--- src/rtl/kline_pkg.sv ---
// constants and types for the k-line session manager
package kline_pkg;
	localparam int unsigned CLK_HZ = 100_000_000;
	localparam int unsigned SLOW_INIT_MIN_S = 2;
	localparam int unsigned SLOW_INIT_MAX_S = 3;
	localparam int unsigned KEEP_ALIVE_DEF_S = 3;
	localparam longint unsigned SLOW_INIT_CYC = longint'(SLOW_INIT_MIN_S) * CLK_HZ;
	localparam longint unsigned KEEP_ALIVE_CYC = longint'(KEEP_ALIVE_DEF_S) * CLK_HZ;
	localparam int unsigned FAST_INIT_MS = 50;
	localparam longint unsigned FAST_INIT_CYC = longint'(FAST_INIT_MS) * (CLK_HZ / 1000);
	localparam int unsigned MSG_MAX = 6;
	localparam int unsigned MSG_MIN = 1;
	localparam logic [3:0] PROTO_ISO9141_SLOW = 4'h3;
	localparam logic [3:0] PROTO_ISO14230_SLOW = 4'h4;
	localparam logic [3:0] PROTO_ISO14230_FAST = 4'h5;
	localparam logic [7:0] DEF_MSG_B0 = 8'h68;
	localparam logic [7:0] DEF_MSG_B1 = 8'h6A;
	localparam logic [7:0] DEF_MSG_B2 = 8'hF1;
	localparam logic [7:0] DEF_MSG_B3 = 8'h01;
	localparam logic [7:0] DEF_MSG_B4 = 8'h00;
	localparam logic [2:0] DEF_MSG_LEN = 3'h5;
	localparam logic [2:0] NUM_DOTS = 3'h3;
	typedef enum logic [2:0] {
		ST_IDLE = 3'b000,
		ST_INIT = 3'b001,
		ST_LINK = 3'b010,
		ST_KA_SEND = 3'b011,
		ST_HOST_SEND = 3'b100
	} state_t;
	typedef enum logic [2:0] {
		RPT_NONE = 3'h0,
		RPT_BANNER = 3'h1,
		RPT_DOT = 3'h2,
		RPT_OK = 3'h3,
		RPT_ERROR = 3'h4
	} report_t;
endpackage : kline_pkg

--- src/rtl/ka_msg_if.sv ---
// keep-alive message store access between manager and memory
`timescale 1ns/1ps
interface ka_msg_if;
	logic wr_en;
	logic [2:0] wr_addr;
	logic [7:0] wr_data;
	logic [2:0] rd_addr;
	logic [7:0] rd_data;
	modport mgr (output wr_en, output wr_addr, output wr_data,
		output rd_addr, input rd_data);
	modport mem (input wr_en, input wr_addr, input wr_data,
		input rd_addr, output rd_data);
endinterface : ka_msg_if

--- src/rtl/kline_bus_init_keepalive.sv ---
// k-line session manager: lazy bus init, status reports, keep-alives
// Function
// - bus init runs only when a pending host request must go out
// - protocol 3 slow init only; protocol 4 slow, protocol 5 fast init
// - no report during auto search; banner for protocols 3-5 otherwise
// - three dots only during slow init; none for fast init
// - banner followed by ok or error report
// - keep-alives sent when host idle; their replies are hidden
// - keep-alive interval defaults to 3 s, host may change it
// - host may replace keep-alive bytes outside a keep-alive send; later keep-alives use them
// - keep-alive message holds 1 to 6 bytes; checksum appended here
// - selector 3 iso9141 slow, 4 iso14230 slow, 5 iso14230 fast
`timescale 1ns/1ps
module kline_bus_init_keepalive #(
	parameter longint unsigned SLOW_INIT_CYCLES = kline_pkg::SLOW_INIT_CYC,
	parameter longint unsigned FAST_INIT_CYCLES = kline_pkg::FAST_INIT_CYC,
	parameter longint unsigned KA_DEF_CYCLES = kline_pkg::KEEP_ALIVE_CYC,
	parameter int unsigned TMR_W = 32
) (
	// clock and reset
	input wire logic clk_sys_i,
	input wire logic sys_rst_i,
	// protocol selection
	input wire logic [3:0] protocol_i,
	input wire logic auto_search_i,
	// host request
	input wire logic req_valid_i,
	output logic req_ready_o,
	// keep-alive configuration
	input wire logic set_wakeup_interval_cmd_i,
	input wire logic [TMR_W-1:0] wakeup_interval_i,
	input wire logic set_wakeup_message_cmd_i,
	input wire logic [2:0] wakeup_len_i,
	input wire logic [47:0] wakeup_bytes_i,
	// physical init engine
	output logic init_start_o,
	output logic init_fast_o,
	input wire logic init_done_i,
	input wire logic init_ok_i,
	// keep-alive byte stream to the k-line transmitter
	output logic ka_valid_o,
	output logic [7:0] ka_byte_o,
	output logic ka_last_o,
	input wire logic ka_ready_i,
	output logic hide_reply_o,
	// link loss and status
	input wire logic link_lost_i,
	output logic linked_o,
	output logic report_valid_o,
	output kline_pkg::report_t report_o
);
	kline_pkg::state_t st_q, st_d;
	logic [TMR_W-1:0] tmr_q, tmr_d;
	logic [TMR_W-1:0] ka_ivl_q, ka_ivl_d;
	logic [2:0] len_q, len_d;
	logic [2:0] idx_q, idx_d;
	logic [7:0] sum_q, sum_d;
	logic fast_q, fast_d;
	logic quiet_q, quiet_d;
	logic [1:0] dots_q, dots_d;
	logic [2:0] wr_cnt_q, wr_cnt_d;
	logic [47:0] wr_buf_q, wr_buf_d;
	logic rd_pend_q, rd_pend_d;
	logic ka_valid_q, ka_valid_d;
	logic [7:0] ka_byte_q, ka_byte_d;
	logic ka_last_q, ka_last_d;
	logic init_start_q, init_start_d;
	logic rpt_v_q, rpt_v_d;
	kline_pkg::report_t rpt_q, rpt_d;
	logic kline_proto;
	logic [TMR_W-1:0] dot_step;

	ka_msg_if msg ();
	ka_msg_mem u_mem (
		.clk_sys_i(clk_sys_i),
		.sys_rst_i(sys_rst_i),
		.port(msg.mem)
	);

	function automatic logic is_kline(input logic [3:0] p);
		is_kline = (p == kline_pkg::PROTO_ISO9141_SLOW) ||
			(p == kline_pkg::PROTO_ISO14230_SLOW) ||
			(p == kline_pkg::PROTO_ISO14230_FAST);
	endfunction : is_kline

	assign kline_proto = is_kline(protocol_i);
	// slow init split into NUM_DOTS+1 equal parts, a dot at the end of each but the last
	assign dot_step = TMR_W'(SLOW_INIT_CYCLES / (kline_pkg::NUM_DOTS + 1));

	always_comb begin
		st_d = st_q;
		tmr_d = tmr_q;
		ka_ivl_d = ka_ivl_q;
		len_d = len_q;
		idx_d = idx_q;
		sum_d = sum_q;
		fast_d = fast_q;
		quiet_d = quiet_q;
		dots_d = dots_q;
		wr_cnt_d = wr_cnt_q;
		wr_buf_d = wr_buf_q;
		rd_pend_d = 1'b0;
		ka_valid_d = ka_valid_q;
		ka_byte_d = ka_byte_q;
		ka_last_d = ka_last_q;
		init_start_d = 1'b0;
		rpt_v_d = 1'b0;
		rpt_d = kline_pkg::RPT_NONE;
		msg.wr_en = 1'b0;
		msg.wr_addr = 3'h0;
		msg.wr_data = 8'h00;
		msg.rd_addr = idx_q;
		req_ready_o = 1'b0;
		if (set_wakeup_interval_cmd_i && wakeup_interval_i != '0) begin
			ka_ivl_d = wakeup_interval_i;
		end
		// bytes land one per cycle; a keep-alive in flight keeps old copy unless the command lands on its launch cycle
		if (set_wakeup_message_cmd_i && st_q != kline_pkg::ST_KA_SEND &&
				wakeup_len_i >= 3'(kline_pkg::MSG_MIN) &&
				wakeup_len_i <= 3'(kline_pkg::MSG_MAX)) begin
			wr_cnt_d = wakeup_len_i;
			wr_buf_d = wakeup_bytes_i;
			len_d = wakeup_len_i;
		end else if (wr_cnt_q != 3'h0) begin
			msg.wr_en = 1'b1;
			msg.wr_addr = len_q - wr_cnt_q;
			msg.wr_data = wr_buf_q[47:40];
			wr_buf_d = {wr_buf_q[39:0], 8'h00};
			wr_cnt_d = wr_cnt_q - 3'h1;
		end
		unique case (st_q)
			kline_pkg::ST_IDLE: begin
				if (req_valid_i && kline_proto) begin
					st_d = kline_pkg::ST_INIT;
					fast_d = (protocol_i == kline_pkg::PROTO_ISO14230_FAST);
					quiet_d = auto_search_i;
					init_start_d = 1'b1;
					tmr_d = '0;
					dots_d = 2'h0;
					if (!auto_search_i) begin
						rpt_v_d = 1'b1;
						rpt_d = kline_pkg::RPT_BANNER;
					end
				end else if (req_valid_i) begin
					req_ready_o = 1'b1;
				end
			end
			kline_pkg::ST_INIT: begin
				tmr_d = tmr_q + 1'b1;
				if (!fast_q && !quiet_q && dots_q != 2'(kline_pkg::NUM_DOTS) &&
						tmr_q == dot_step * TMR_W'({dots_q + 2'h1})) begin
					dots_d = dots_q + 2'h1;
					rpt_v_d = 1'b1;
					rpt_d = kline_pkg::RPT_DOT;
				end
				if (init_done_i) begin
					rpt_v_d = !quiet_q;
					rpt_d = init_ok_i ? kline_pkg::RPT_OK :
						kline_pkg::RPT_ERROR;
					st_d = init_ok_i ? kline_pkg::ST_HOST_SEND :
						kline_pkg::ST_IDLE;
					tmr_d = '0;
				end
			end
			kline_pkg::ST_HOST_SEND: begin
				req_ready_o = 1'b1;
				tmr_d = '0;
				if (!req_valid_i) begin
					st_d = kline_pkg::ST_LINK;
				end
			end
			kline_pkg::ST_LINK: begin
				tmr_d = tmr_q + 1'b1;
				if (req_valid_i) begin
					req_ready_o = 1'b1;
					tmr_d = '0;
				end else if (tmr_q >= ka_ivl_q - 1'b1 && wr_cnt_q == 3'h0) begin
					st_d = kline_pkg::ST_KA_SEND;
					// idx_q still points at the last byte of the previous keep-alive here
					msg.rd_addr = 3'h0;
					idx_d = 3'h0;
					sum_d = 8'h00;
					rd_pend_d = 1'b1;
				end
			end
			kline_pkg::ST_KA_SEND: begin
				if (rd_pend_q) begin
					ka_valid_d = 1'b1;
					ka_byte_d = msg.rd_data;
					ka_last_d = 1'b0;
					sum_d = sum_q + msg.rd_data;
				end else if (ka_valid_q && ka_ready_i) begin
					if (ka_last_q) begin
						ka_valid_d = 1'b0;
						ka_last_d = 1'b0;
						st_d = kline_pkg::ST_LINK;
						tmr_d = '0;
					end else if (idx_q == len_q - 3'h1) begin
						ka_byte_d = sum_q;
						ka_last_d = 1'b1;
					end else begin
						ka_valid_d = 1'b0;
						idx_d = idx_q + 3'h1;
						msg.rd_addr = idx_q + 3'h1;
						rd_pend_d = 1'b1;
					end
				end
			end
			default: st_d = kline_pkg::ST_IDLE;
		endcase
		if (link_lost_i && st_q != kline_pkg::ST_INIT) begin
			st_d = kline_pkg::ST_IDLE;
			// no init pulse or banner for a start that loss cancels
			init_start_d = 1'b0;
			rpt_v_d = 1'b0;
			rpt_d = kline_pkg::RPT_NONE;
			ka_valid_d = 1'b0;
			ka_last_d = 1'b0;
		end
	end

	always_ff @(posedge clk_sys_i or posedge sys_rst_i) begin
		if (sys_rst_i) begin
			st_q <= kline_pkg::ST_IDLE;
			tmr_q <= '0;
			ka_ivl_q <= TMR_W'(KA_DEF_CYCLES);
			len_q <= kline_pkg::DEF_MSG_LEN;
			idx_q <= 3'h0;
			sum_q <= 8'h00;
			fast_q <= 1'b0;
			quiet_q <= 1'b0;
			dots_q <= 2'h0;
			wr_cnt_q <= 3'h0;
			wr_buf_q <= '0;
			rd_pend_q <= 1'b0;
			ka_valid_q <= 1'b0;
			ka_byte_q <= 8'h00;
			ka_last_q <= 1'b0;
			init_start_q <= 1'b0;
			rpt_v_q <= 1'b0;
			rpt_q <= kline_pkg::RPT_NONE;
		end else begin
			st_q <= st_d;
			tmr_q <= tmr_d;
			ka_ivl_q <= ka_ivl_d;
			len_q <= len_d;
			idx_q <= idx_d;
			sum_q <= sum_d;
			fast_q <= fast_d;
			quiet_q <= quiet_d;
			dots_q <= dots_d;
			wr_cnt_q <= wr_cnt_d;
			wr_buf_q <= wr_buf_d;
			rd_pend_q <= rd_pend_d;
			ka_valid_q <= ka_valid_d;
			ka_byte_q <= ka_byte_d;
			ka_last_q <= ka_last_d;
			init_start_q <= init_start_d;
			rpt_v_q <= rpt_v_d;
			rpt_q <= rpt_d;
		end
	end

	assign init_start_o = init_start_q;
	assign init_fast_o = fast_q;
	assign ka_valid_o = ka_valid_q;
	assign ka_byte_o = ka_byte_q;
	assign ka_last_o = ka_last_q;
	// replies to keep-alives are dropped by the receive path
	assign hide_reply_o = (st_q == kline_pkg::ST_KA_SEND);
	assign linked_o = (st_q == kline_pkg::ST_LINK) ||
		(st_q == kline_pkg::ST_KA_SEND) || (st_q == kline_pkg::ST_HOST_SEND);
	assign report_valid_o = rpt_v_q;
	assign report_o = rpt_q;
endmodule : kline_bus_init_keepalive

--- src/rtl/ka_msg_mem.sv ---
// keep-alive message byte store, registered read
`timescale 1ns/1ps
module ka_msg_mem (
	// clock and reset
	input wire logic clk_sys_i,
	input wire logic sys_rst_i,
	// access
	ka_msg_if.mem port
);
	logic [7:0] mem_q [kline_pkg::MSG_MAX];
	logic [7:0] mem_d [kline_pkg::MSG_MAX];
	logic [7:0] rd_q;
	logic [7:0] rd_d;
	always_comb begin
		mem_d = mem_q;
		if (port.wr_en && port.wr_addr < 3'(kline_pkg::MSG_MAX)) begin
			mem_d[port.wr_addr] = port.wr_data;
		end
		rd_d = 8'h00;
		if (port.rd_addr < 3'(kline_pkg::MSG_MAX)) begin
			rd_d = mem_q[port.rd_addr];
		end
	end
	always_ff @(posedge clk_sys_i or posedge sys_rst_i) begin
		if (sys_rst_i) begin
			mem_q[0] <= kline_pkg::DEF_MSG_B0;
			mem_q[1] <= kline_pkg::DEF_MSG_B1;
			mem_q[2] <= kline_pkg::DEF_MSG_B2;
			mem_q[3] <= kline_pkg::DEF_MSG_B3;
			mem_q[4] <= kline_pkg::DEF_MSG_B4;
			mem_q[5] <= 8'h00;
			rd_q <= 8'h00;
		end else begin
			mem_q <= mem_d;
			rd_q <= rd_d;
		end
	end
	assign port.rd_data = rd_q;
endmodule : ka_msg_mem

--- config.mk ---
export PLATFORM = sky130hd
export DESIGN_NAME = kline_bus_init_keepalive
export DESIGN_NICKNAME = d
export VERILOG_FILES = /design/src/rtl/kline_pkg.sv /design/src/rtl/ka_msg_if.sv /design/src/rtl/kline_bus_init_keepalive.sv /design/src/rtl/ka_msg_mem.sv
export SDC_FILE = /design/constraint.sdc
export NUM_CORES = 1
export LEC_CHECK = 0
export ABC_CLOCK_PERIOD_IN_PS = 10000
export BUFFER_PORTS_ARGS = -buffer_cell sky130_fd_sc_hd__buf_2
export CORE_MARGIN = 2
export CORE_UTILIZATION = 55
export DETAILED_ROUTE_END_ITERATION = 10
export GPL_TIMING_DRIVEN = 1
export PLACE_DENSITY = 0.75
export SYNTH_ARGS = -nofsm -noshare
export SYNTH_HDL_FRONTEND = slang
export SYNTH_HIERARCHICAL = 1
export SYNTH_SLANG_ARGS = --single-unit
export TNS_END_PERCENT = 5
--- constraint.sdc ---
create_clock -name clk_sys_i -period 10 [get_ports clk_sys_i]
set_clock_uncertainty 0.15 [all_clocks]
set_input_delay 0.5 -clock clk_sys_i [delete_from_list [all_inputs] [get_ports clk_sys_i]]
set_output_delay 0.5 -clock clk_sys_i [all_outputs]
set_load 0.02 [all_outputs]
Word level (Yosys, flattened, before mapping). Index checks and enable logic that the tools add are counted.

Word-level logic and storage cells: 204. Bits in registers: 208.

Bitwise gates (word level): 2. $mul: 1. Eq/ne operators: 30. Mux-type cells: 91. $add $sub $neg: 8. $lt $le $gt $ge: 8. Reductions and logical operators: 39.

Operators by type and width (count): two-way mux 32 bit (6); one-hot mux 32 bit (5 select lines) (1); two-way mux 8 bit (13); two-way mux 48 bit (2); two-way mux 3 bit (23); bitwise mux 48 bit (1); adder 32 x 1 -> 32 bit (second input constant) (1); == test 32 x 28 -> 1 bit (1); >= comparator 32 bit (1); two-way mux 1 bit (32); nonzero test 32 bit (1); subtractor 32 x 1 -> 32 bit (second input constant) (1); binary-select mux 8 bit (select 3 bit) (1); demux 8 bit (select 3 bit) (1); multiplier 19 x 2 -> 21 bit (first input constant) (1); one-hot mux 8 bit (2 select lines) (1); inequality test 3 bit (second input constant) (5); one-hot mux 3 bit (5 select lines) (1); inequality test 2 bit (second input constant) (7); logical AND 1 bit (13); one-hot mux 3 bit (2 select lines) (2); nonzero test 2 bit (6); inequality test 3 x 1 -> 1 bit (second input constant) (3); adder 8 bit (1); 33 further kinds (54).

Depth between registers and ports, before layout. Gate-level depths: netlist (run 1).

Depth in word-level cells: 12. Mapped depth: 20.

By module. The synthesis (run 1) kept the hierarchy.

Modules (own cells, without submodules): kline_bus_init_keepalive (cells each 947, instances 1, area each 8996.1 um2); ka_msg_mem (cells each 164, instances 1, area each 2477.4 um2).

Worst setup path before layout (run 1). OpenSTA, ideal clock, no wires.

Path type: register to register. Start: register ka_ivl_q[5]. End: register u_mem.rd_q[3] (netlist: u_mem/port.rd_data[3]). Clock period less this slack: 4.732 ns. Arrival time: 4.500 ns. Slack: 5.268 ns. Buffers on the path: 3. Setup time: 0.083 ns. Cell stages (with the launch flop): 20. Path through: dfrtp_1 or4_1 nor2_1 and3_1 clkbuf_1 nand2_1 nor4_1 xnor2_1 ha_1 nand4_1 nor4_1 and3_1 o311ai_0 a21boi_1 o21bai_1 buf_4 clkbuf_4 mux2i_1 o32a_1 o21ai_0.

Longest elaborated chain between the ends: 11. Elaborated cells between the ends (all ways): 12. Those cells by class: 1 x add/sub; 2 x order compare; 7 x mux; 1 x bitwise; 1 x reduce/logical.

Ends and longest elaborated chain: start, declared (line kline_bus_init_keepalive.sv:54) `logic [TMR_W-1:0] ka_ivl_q, ka_ivl_d;`; start signal, assigned (line kline_bus_init_keepalive.sv:226) `ka_ivl_q <= TMR_W'(KA_DEF_CYCLES);`; start signal, assigned (line kline_bus_init_keepalive.sv:245) `ka_ivl_q <= ka_ivl_d;`; subtractor 32 x 1 -> 32 bit * (line kline_bus_init_keepalive.sv:177) `end else if (tmr_q >= ka_ivl_q - 1'b1 && wr_cnt_q == 3'h0) begin`; >= comparator 32 bit * (line kline_bus_init_keepalive.sv:177); logical AND 1 bit * (line kline_bus_init_keepalive.sv:177); two-way mux 3 bit * (2 in a row); one-hot mux 3 bit (2 select lines) *; via idx_d[2] (line kline_bus_init_keepalive.sv:56) `logic [2:0] idx_q, idx_d;`; NOT 3 -> 4 bit (implied by the code) (line ka_msg_mem.sv:21) `rd_d = mem_q[port.rd_addr];`; binary-select mux 8 bit (select 3 bit) (line ka_msg_mem.sv:21); two-way mux 8 bit (implied by the code) (2 in a row) (line ka_msg_mem.sv:21); two-way mux 8 bit * (line ka_msg_mem.sv:20) `if (port.rd_addr < 3'(kline_pkg::MSG_MAX)) begin`; via u_mem.rd_d[3] (line ka_msg_mem.sv:13) `logic [7:0] rd_d;`; end signal, assigned (line ka_msg_mem.sv:35) `rd_q <= rd_d;`; end, declared (line ka_msg_mem.sv:12) `logic [7:0] rd_q;`.

The timed path passes the listed nets; every way through them passes the cells marked *. The select of a mux whose other input is x is not followed. A chain may end at the register's enable or synchronous reset.

Worst setup path in the final report (run 1). Same ends and word-level chain as after synthesis.

==> impl_metrics.ini, run 1 <==
[detailed_routing]
ant_nets = 0
drc = 0
drtIter0Drc = 563
wire_per_inst_um = 17.6
first_pass_iters = 5
vias = 8710
wirelength_mm = 26.4
vias_per_cell = 5.81

[critical_path]
startpoint_type = register
r2r_start = ka_ivl_q[5]
path_class = reg2reg
crit_start = ka_ivl_q[5]
rrSetupSlack_ns = 4.00
endpoint_kind = register
crit_fanout = 11
r2r.worst_path.cells = 16
arrival_ns = 6.28
crit_required_ns = 10.28
r2r-end = u_mem/port.rd_data[3]

[floorplan]
die_x_um = 148
fp-row-count = 52
top_level_ports = 116
die_h_um = 148
start_util_pct = 56.3
die_area_um2 = 22000
core-area_um2 = 20400

[logic_synthesis]
synth.avg_cell_area_um2 = 10.3
syn_nets = 1261
yosys.area.top_type = dfrtp_1
ys_seq_elements = 208
ys_seq_area_share_pct = 45.6
synth_ff_type = dfrtp_1
synthArstFlopShare_pct = 100
syn-cell-area_um2 = 11500
synth_top_area_share_pct = 39.9
ys_warn_count = 6
syn_inst = 1111
synth_top_cells_by_count = dfrtp_1, nand2_1, o21ai_0, mux2_2, mux2i_1
synth_edf_count = 0
ys_types = 73
synth_most_common_cell = dfrtp_1
synthTopCellsByArea = dfrtp_1, mux2_2, mux2i_1

[global_route]
grt_usage_pct = 24.1
grt_antenna_before_repair = 0
overflow = 0
grt_pass1_vias = 8402
grt_start_max_net_pins = 90
grt_pass1_wl_mm = 43.4

[timing]
fmax_mhz = 167
post-route-period-util_pct = 60.0
slew_viol_final = 0
period_needed_ns = 6.00
finalHoldViolCount = 0
worstMarginPinSlew_ns = 1.20
holdWs_ns = 0.0250
setup_tns_ns = 0
slew_headroom_pct = 19.2
rsz0062_at_grt = no
finalSetupViolCount = 0

[min_path]
min_path_type = in2reg
hp-start = wakeup_bytes_i[0]
worstHoldPathCells = 3
whs_endpoint = wr_buf_q[0]

[layout]
nNetsFinal = 1362
nFillCells = 1568
multi_input_area_um2 = 5960
drive_gt1_share_pct = 24.1
num_antenna_cells = 0
regArea_um2 = 5240
area_growth_pct = 14.4

[clock_tree]
cts_tree = yes
cts_root_buffer = clkbuf_16
cts_setup_buffers = 0
numCtsBuffers = 24
path_clk_slew_ns = 0.06
clock_path_buffers = 3
cts_sinks = 208
htree_levels = 1
insertion_delay_ns = 0.52

[placement]
portBuffers = 115
hpwl_mm = 18.3
gp_congestion = 0.906

[pwr]
leakagePower_nw = 5.75
ir_drop_mv = 0.137
powerDensity_nw_per_um2 = 220

[job]
maxCapViolCount = 0

[run_status]
outcome = complete, no violations
## registers in the layout (all words and copies together), names as in the netlist, 8 cells and up
| name | flops |
|---|---|
| u_mem/port.rd_data | 8 |
| sum_q | 8 |
| tmr_q | 32 |
| wr_buf_q | 48 |
| u_mem/mem_q | 48 |
| ka_ivl_q | 32 |
| ka_byte_o | 8 |
## power breakdown
part / switching [W] / internal (W) / leakage [nW]
clock network: 0.000353 / 0.000565 / 0.418
registers: 0.000134 / 0.00104 / 2.57
logic: 0.000431 / 0.000362 / 2.77
total: 0.000918 / 0.00196 / 5.75
## worst max-delay path by stage
stage	end	slack, ns
after floorplan	u_mem/port.rd_data[3]	5.27
after global placement	u_mem/port.rd_data[3]	4.30
after detailed placement	u_mem/port.rd_data[4]	4.01
after CTS	u_mem/port.rd_data[4]	4.07
after global routing	u_mem/port.rd_data[3]	3.45
final	u_mem/port.rd_data[3]	4.00
## kinds of logic after synthesis
logic type,share of synthesized area [%]
adder cells (fa/ha/maj),5.91
buffers and inverters,2.56
AO/OA/AOI/OAI,9.79
XOR/XNOR,4.81
multiplexers,14.8
AND/OR/NAND/NOR,16.5
flip-flops,45.6
## worst max-delay path: stages, from the launching register on
cell,delay [ns]
dfrtp_1,0.41
or4_1,0.57
nor2_1,0.30
and3_1,0.34
nand2_1,0.12
nor4_1,0.26
xnor2_1,0.17
ha_1,0.27
a21o_1,0.18
a21o_1,0.16
a221o_1,0.29
a211oi_1,0.44
a21boi_1,0.38
nor3_1,1.07
nand2b_1,0.44
o32a_1,0.27
o21ai_0,0.09
## metal layers
metal / wire length, um / share of wire (%) / vias to the layer above / GRT usage [%]
li1: - / - / 4222 / -
met1: 12600 / 48 / 4177 / 36.7
met2: 11500 / 44 / 280 / 36.6
met3: 1830 / 6.9 / 31 / 4.42
met4: 394 / 1.5 / 0 / 4.57
met5: 0 / 0 / - / 0
## area by class of cell
cell class                      count  share of cell area (%)
Clock buffer                       31                    5.24
Clock inverter                     13                    1.17
Sequential cell                   208                    39.9
Tap cell                          270                    2.57
Timing Repair Buffer              126                    5.03
Inverter                           22                   0.667
Multi-Input combinational cell    830                    45.4
## per-stage QoR
stage | instance area [um^2] | util [%] | power, W | std cells | setup WS (ns)
2_1_floorplan | 11500 | - | 0.00175 | 1111 | 5.27
3_3_place_gp | 12300 | 60.3 | 0.00193 | 1455 | 4.30
3_5_place_dp | 12300 | 60.3 | 0.00196 | 1455 | 4.01
4_1_cts | 13100 | 64.5 | 0.00289 | 1500 | 4.07
5_1_grt | 13100 | 64.5 | 0.00303 | 1500 | 3.45
6_report | 13100 | 64.5 | 0.00288 | 1500 | 4.00
## what timing repair did
item / 4_1_cts / 5_1_grt
hold buffers: 1 / 0
hold endpoints to repair: 34 / 0
endpoints found under the setup margin: 0 / 0
resized for setup: 0 / 0
## cells in the final DEF, fill, tap and decap left out, types with 20 or more instances in the layout
cell type	Yosys	layout
dfstp_2	25	25
dfrtp_1	183	183
mux2i_1	75	75
nor4_1	25	25
nand3_1	37	37
o21ai_0	86	86
mux2_2	84	84
a21oi_1	32	32
nor2_1	70	70
xor2_1	21	21
ha_1	51	50
xnor2_1	42	42
nand2_1	119	119
inv_1	22	20
nor3_1	24	24
buf_2	6	115
clkbuf_16	0	25
Note: power is estimated with default switching activity, not from simulation.
==> inputs of run 2 (changes only) <==
- ABC_CLOCK_PERIOD_IN_PS: 10000 -> 5200
- CORE_UTILIZATION: 55 -> 54
- PLACE_DENSITY: 0.75 -> 0.77
- clock period: 10 -> 5.2 ns (I/O delays scaled with it)
==> impl_metrics.ini, run 2 (same netlist as run 1, synthesis figures left out) <==
[critical_path]
startpoint_type = register
path_cells = or4_1 -> nor2_1 -> and3_1 -> nor2b_1 -> xnor2_1 -> ha_1 -> and3_1 -> a221o_1 -> a221o_1 -> a211oi_2 -> a21boi_1 -> o21bai_2 -> buf_4 -> mux2i_1 -> o32a_1 -> o21ai_0
crit_start = ka_ivl_q[5]
path_buf_inv = 1
endpoint_kind = register
cp_slowest_cell = or4_1
crit_fanout = 15
r2r.worst_path.cells = 16
crit_required_ns = 5.43
path_class = reg2reg
arrival_ns = 5.13
crit_family = compound AO/OA/AOI/OAI gates
critPathCapture = u_mem/port.rd_data[3]
r2r_start = ka_ivl_q[5]
worst-path-stages = 16
rrSetupSlack_ns = 0.31
r2r-end = u_mem/port.rd_data[3]
slowest_delay_ns = 0.59

[placement]
portBuffers = 115
dp_cells = 1465
gp_congestion = 0.869
post_dp_cell_area_um2 = 12300
hpwl_mm = 18.2
pre_cts_slack_ns = -0.0268

[timing]
worstMarginPinSlew_ns = 1.33
finalHoldViolCount = 0
fmax_mhz = 204
holdWs_ns = 0.0386
period_needed_ns = 4.89
slew_viol_final = 0
finalSetupViolCount = 0
slew_headroom_pct = 10.6
rsz0062_at_grt = no
post-route-period-util_pct = 94.1
fin_ws_ns = 0.307

[floorplan]
start_util_pct = 54.8
core-area_um2 = 21000
fp-row-count = 53
die_h_um = 150
top_level_ports = 116
die_area_um2 = 22400
die_x_um = 150

[clock_tree]
clock_path_buffers = 3
cts_root_buffer = clkbuf_16
numCtsBuffers = 23
insertion_delay_ns = 0.51
htree_levels = 1
cts_tree = yes
cts_sinks = 208
path_clk_slew_ns = 0.06

[global_route]
grt_usage_pct = 25.7
grt_start_max_net_pins = 109
grt_pass1_wl_mm = 46.7
grt_pass1_vias = 9154
overflow = 0
grt_antenna_before_repair = 0

[pwr]
ir_drop_mv = 0.374
leakagePower_nw = 6.14
powerDensity_nw_per_um2 = 390

[detailed_routing]
vias = 9139
wirelength_mm = 28.3
drtIter0Drc = 550
vias_per_cell = 5.70
first_pass_iters = 5
drc = 0
ant_nets = 0
wire_per_inst_um = 17.6

[layout]
fin_util_pct = 67.0
area_growth_pct = 22.4
top_regs = u_mem/mem_q (48), wr_buf_q (48)
drive_gt1_share_pct = 22.8
layout_common_cells = dfrtp_1, nand2_1, buf_2
nFillCells = 1553
nNetsFinal = 1459
stdcell_area_um2 = 14000
fin_cells = 1602
final_common_cell = dfrtp_1

[job]
maxCapViolCount = 0

[min_path]
min_path_type = in2reg

[run_status]
outcome = complete, no violations
run 2: tightest hold or removal path, cell delays in order:
cell      delay, ns
buf_2          0.11
nand3b_1       0.07
o22ai_1        0.07
and2_1         0.15
run 2: how the worst min path moves through the flow:
stage	start	to	slack [ns]	depth (start not counted)
global route	req_valid_i	st_q[2]	0.05	4
floorplan	init_ok_i	report_o[2]	0.18	1
CTS	req_valid_i	st_q[2]	0.03	4
detailed placement	wakeup_bytes_i[5]	wr_buf_q[5]	0.31	3
finish	req_valid_i	st_q[2]	0.04	4
global placement	wakeup_bytes_i[5]	wr_buf_q[5]	0.30	3
run 2: area by class of cell:
cell class / instances / area, um^2 / area share [%]
multi-input combinational: 830 / 5980 / 42.6
antenna: 1 / 2.50 / 0.0178
inverter: 22 / 87.6 / 0.624
timing repair buffer: 224 / 1630 / 11.6
sequential: 208 / 5240 / 37.3
clock buffer: 35 / 691 / 4.92
tap: 275 / 344 / 2.45
clock inverter: 7 / 71.3 / 0.508
run 2: timing repair:
action	4_1_cts	5_1_grt
pin swaps	0	0
resized for setup	1	4
setup endpoints to repair	8	8
hold endpoints to repair	241	0
hold buffers	93	0
setup buffers	0	1
run 2: per-layer routing:
layer  global-route usage (%)  up-vias  wire length [um]
li1                         -     4408                 -
met1                     36.2     4398             12900
met2                     41.9      279             13200
met3                     3.60       54              1520
met4                     7.12        0               648
met5                        0        -                 0
run 2: per-stage QoR:
| stage | TNS [ns] | power (W) |
|---|---|---|
| floorplan | 0 | 0.00337 |
| global placement | 0 | 0.00372 |
| detailed placement | -0.0888 | 0.00379 |
| CTS | 0 | 0.00547 |
| global route | 0 | 0.00577 |
| finish | 0 | 0.00547 |
run 2: power by group:
group	switching, W	internal [W]	total [W]	leakage [nW]
clock	0.000658	0.000968	0.00163	0.378
sequential	0.000268	0.00200	0.00226	2.57
combinational	0.000836	0.000750	0.00159	3.19
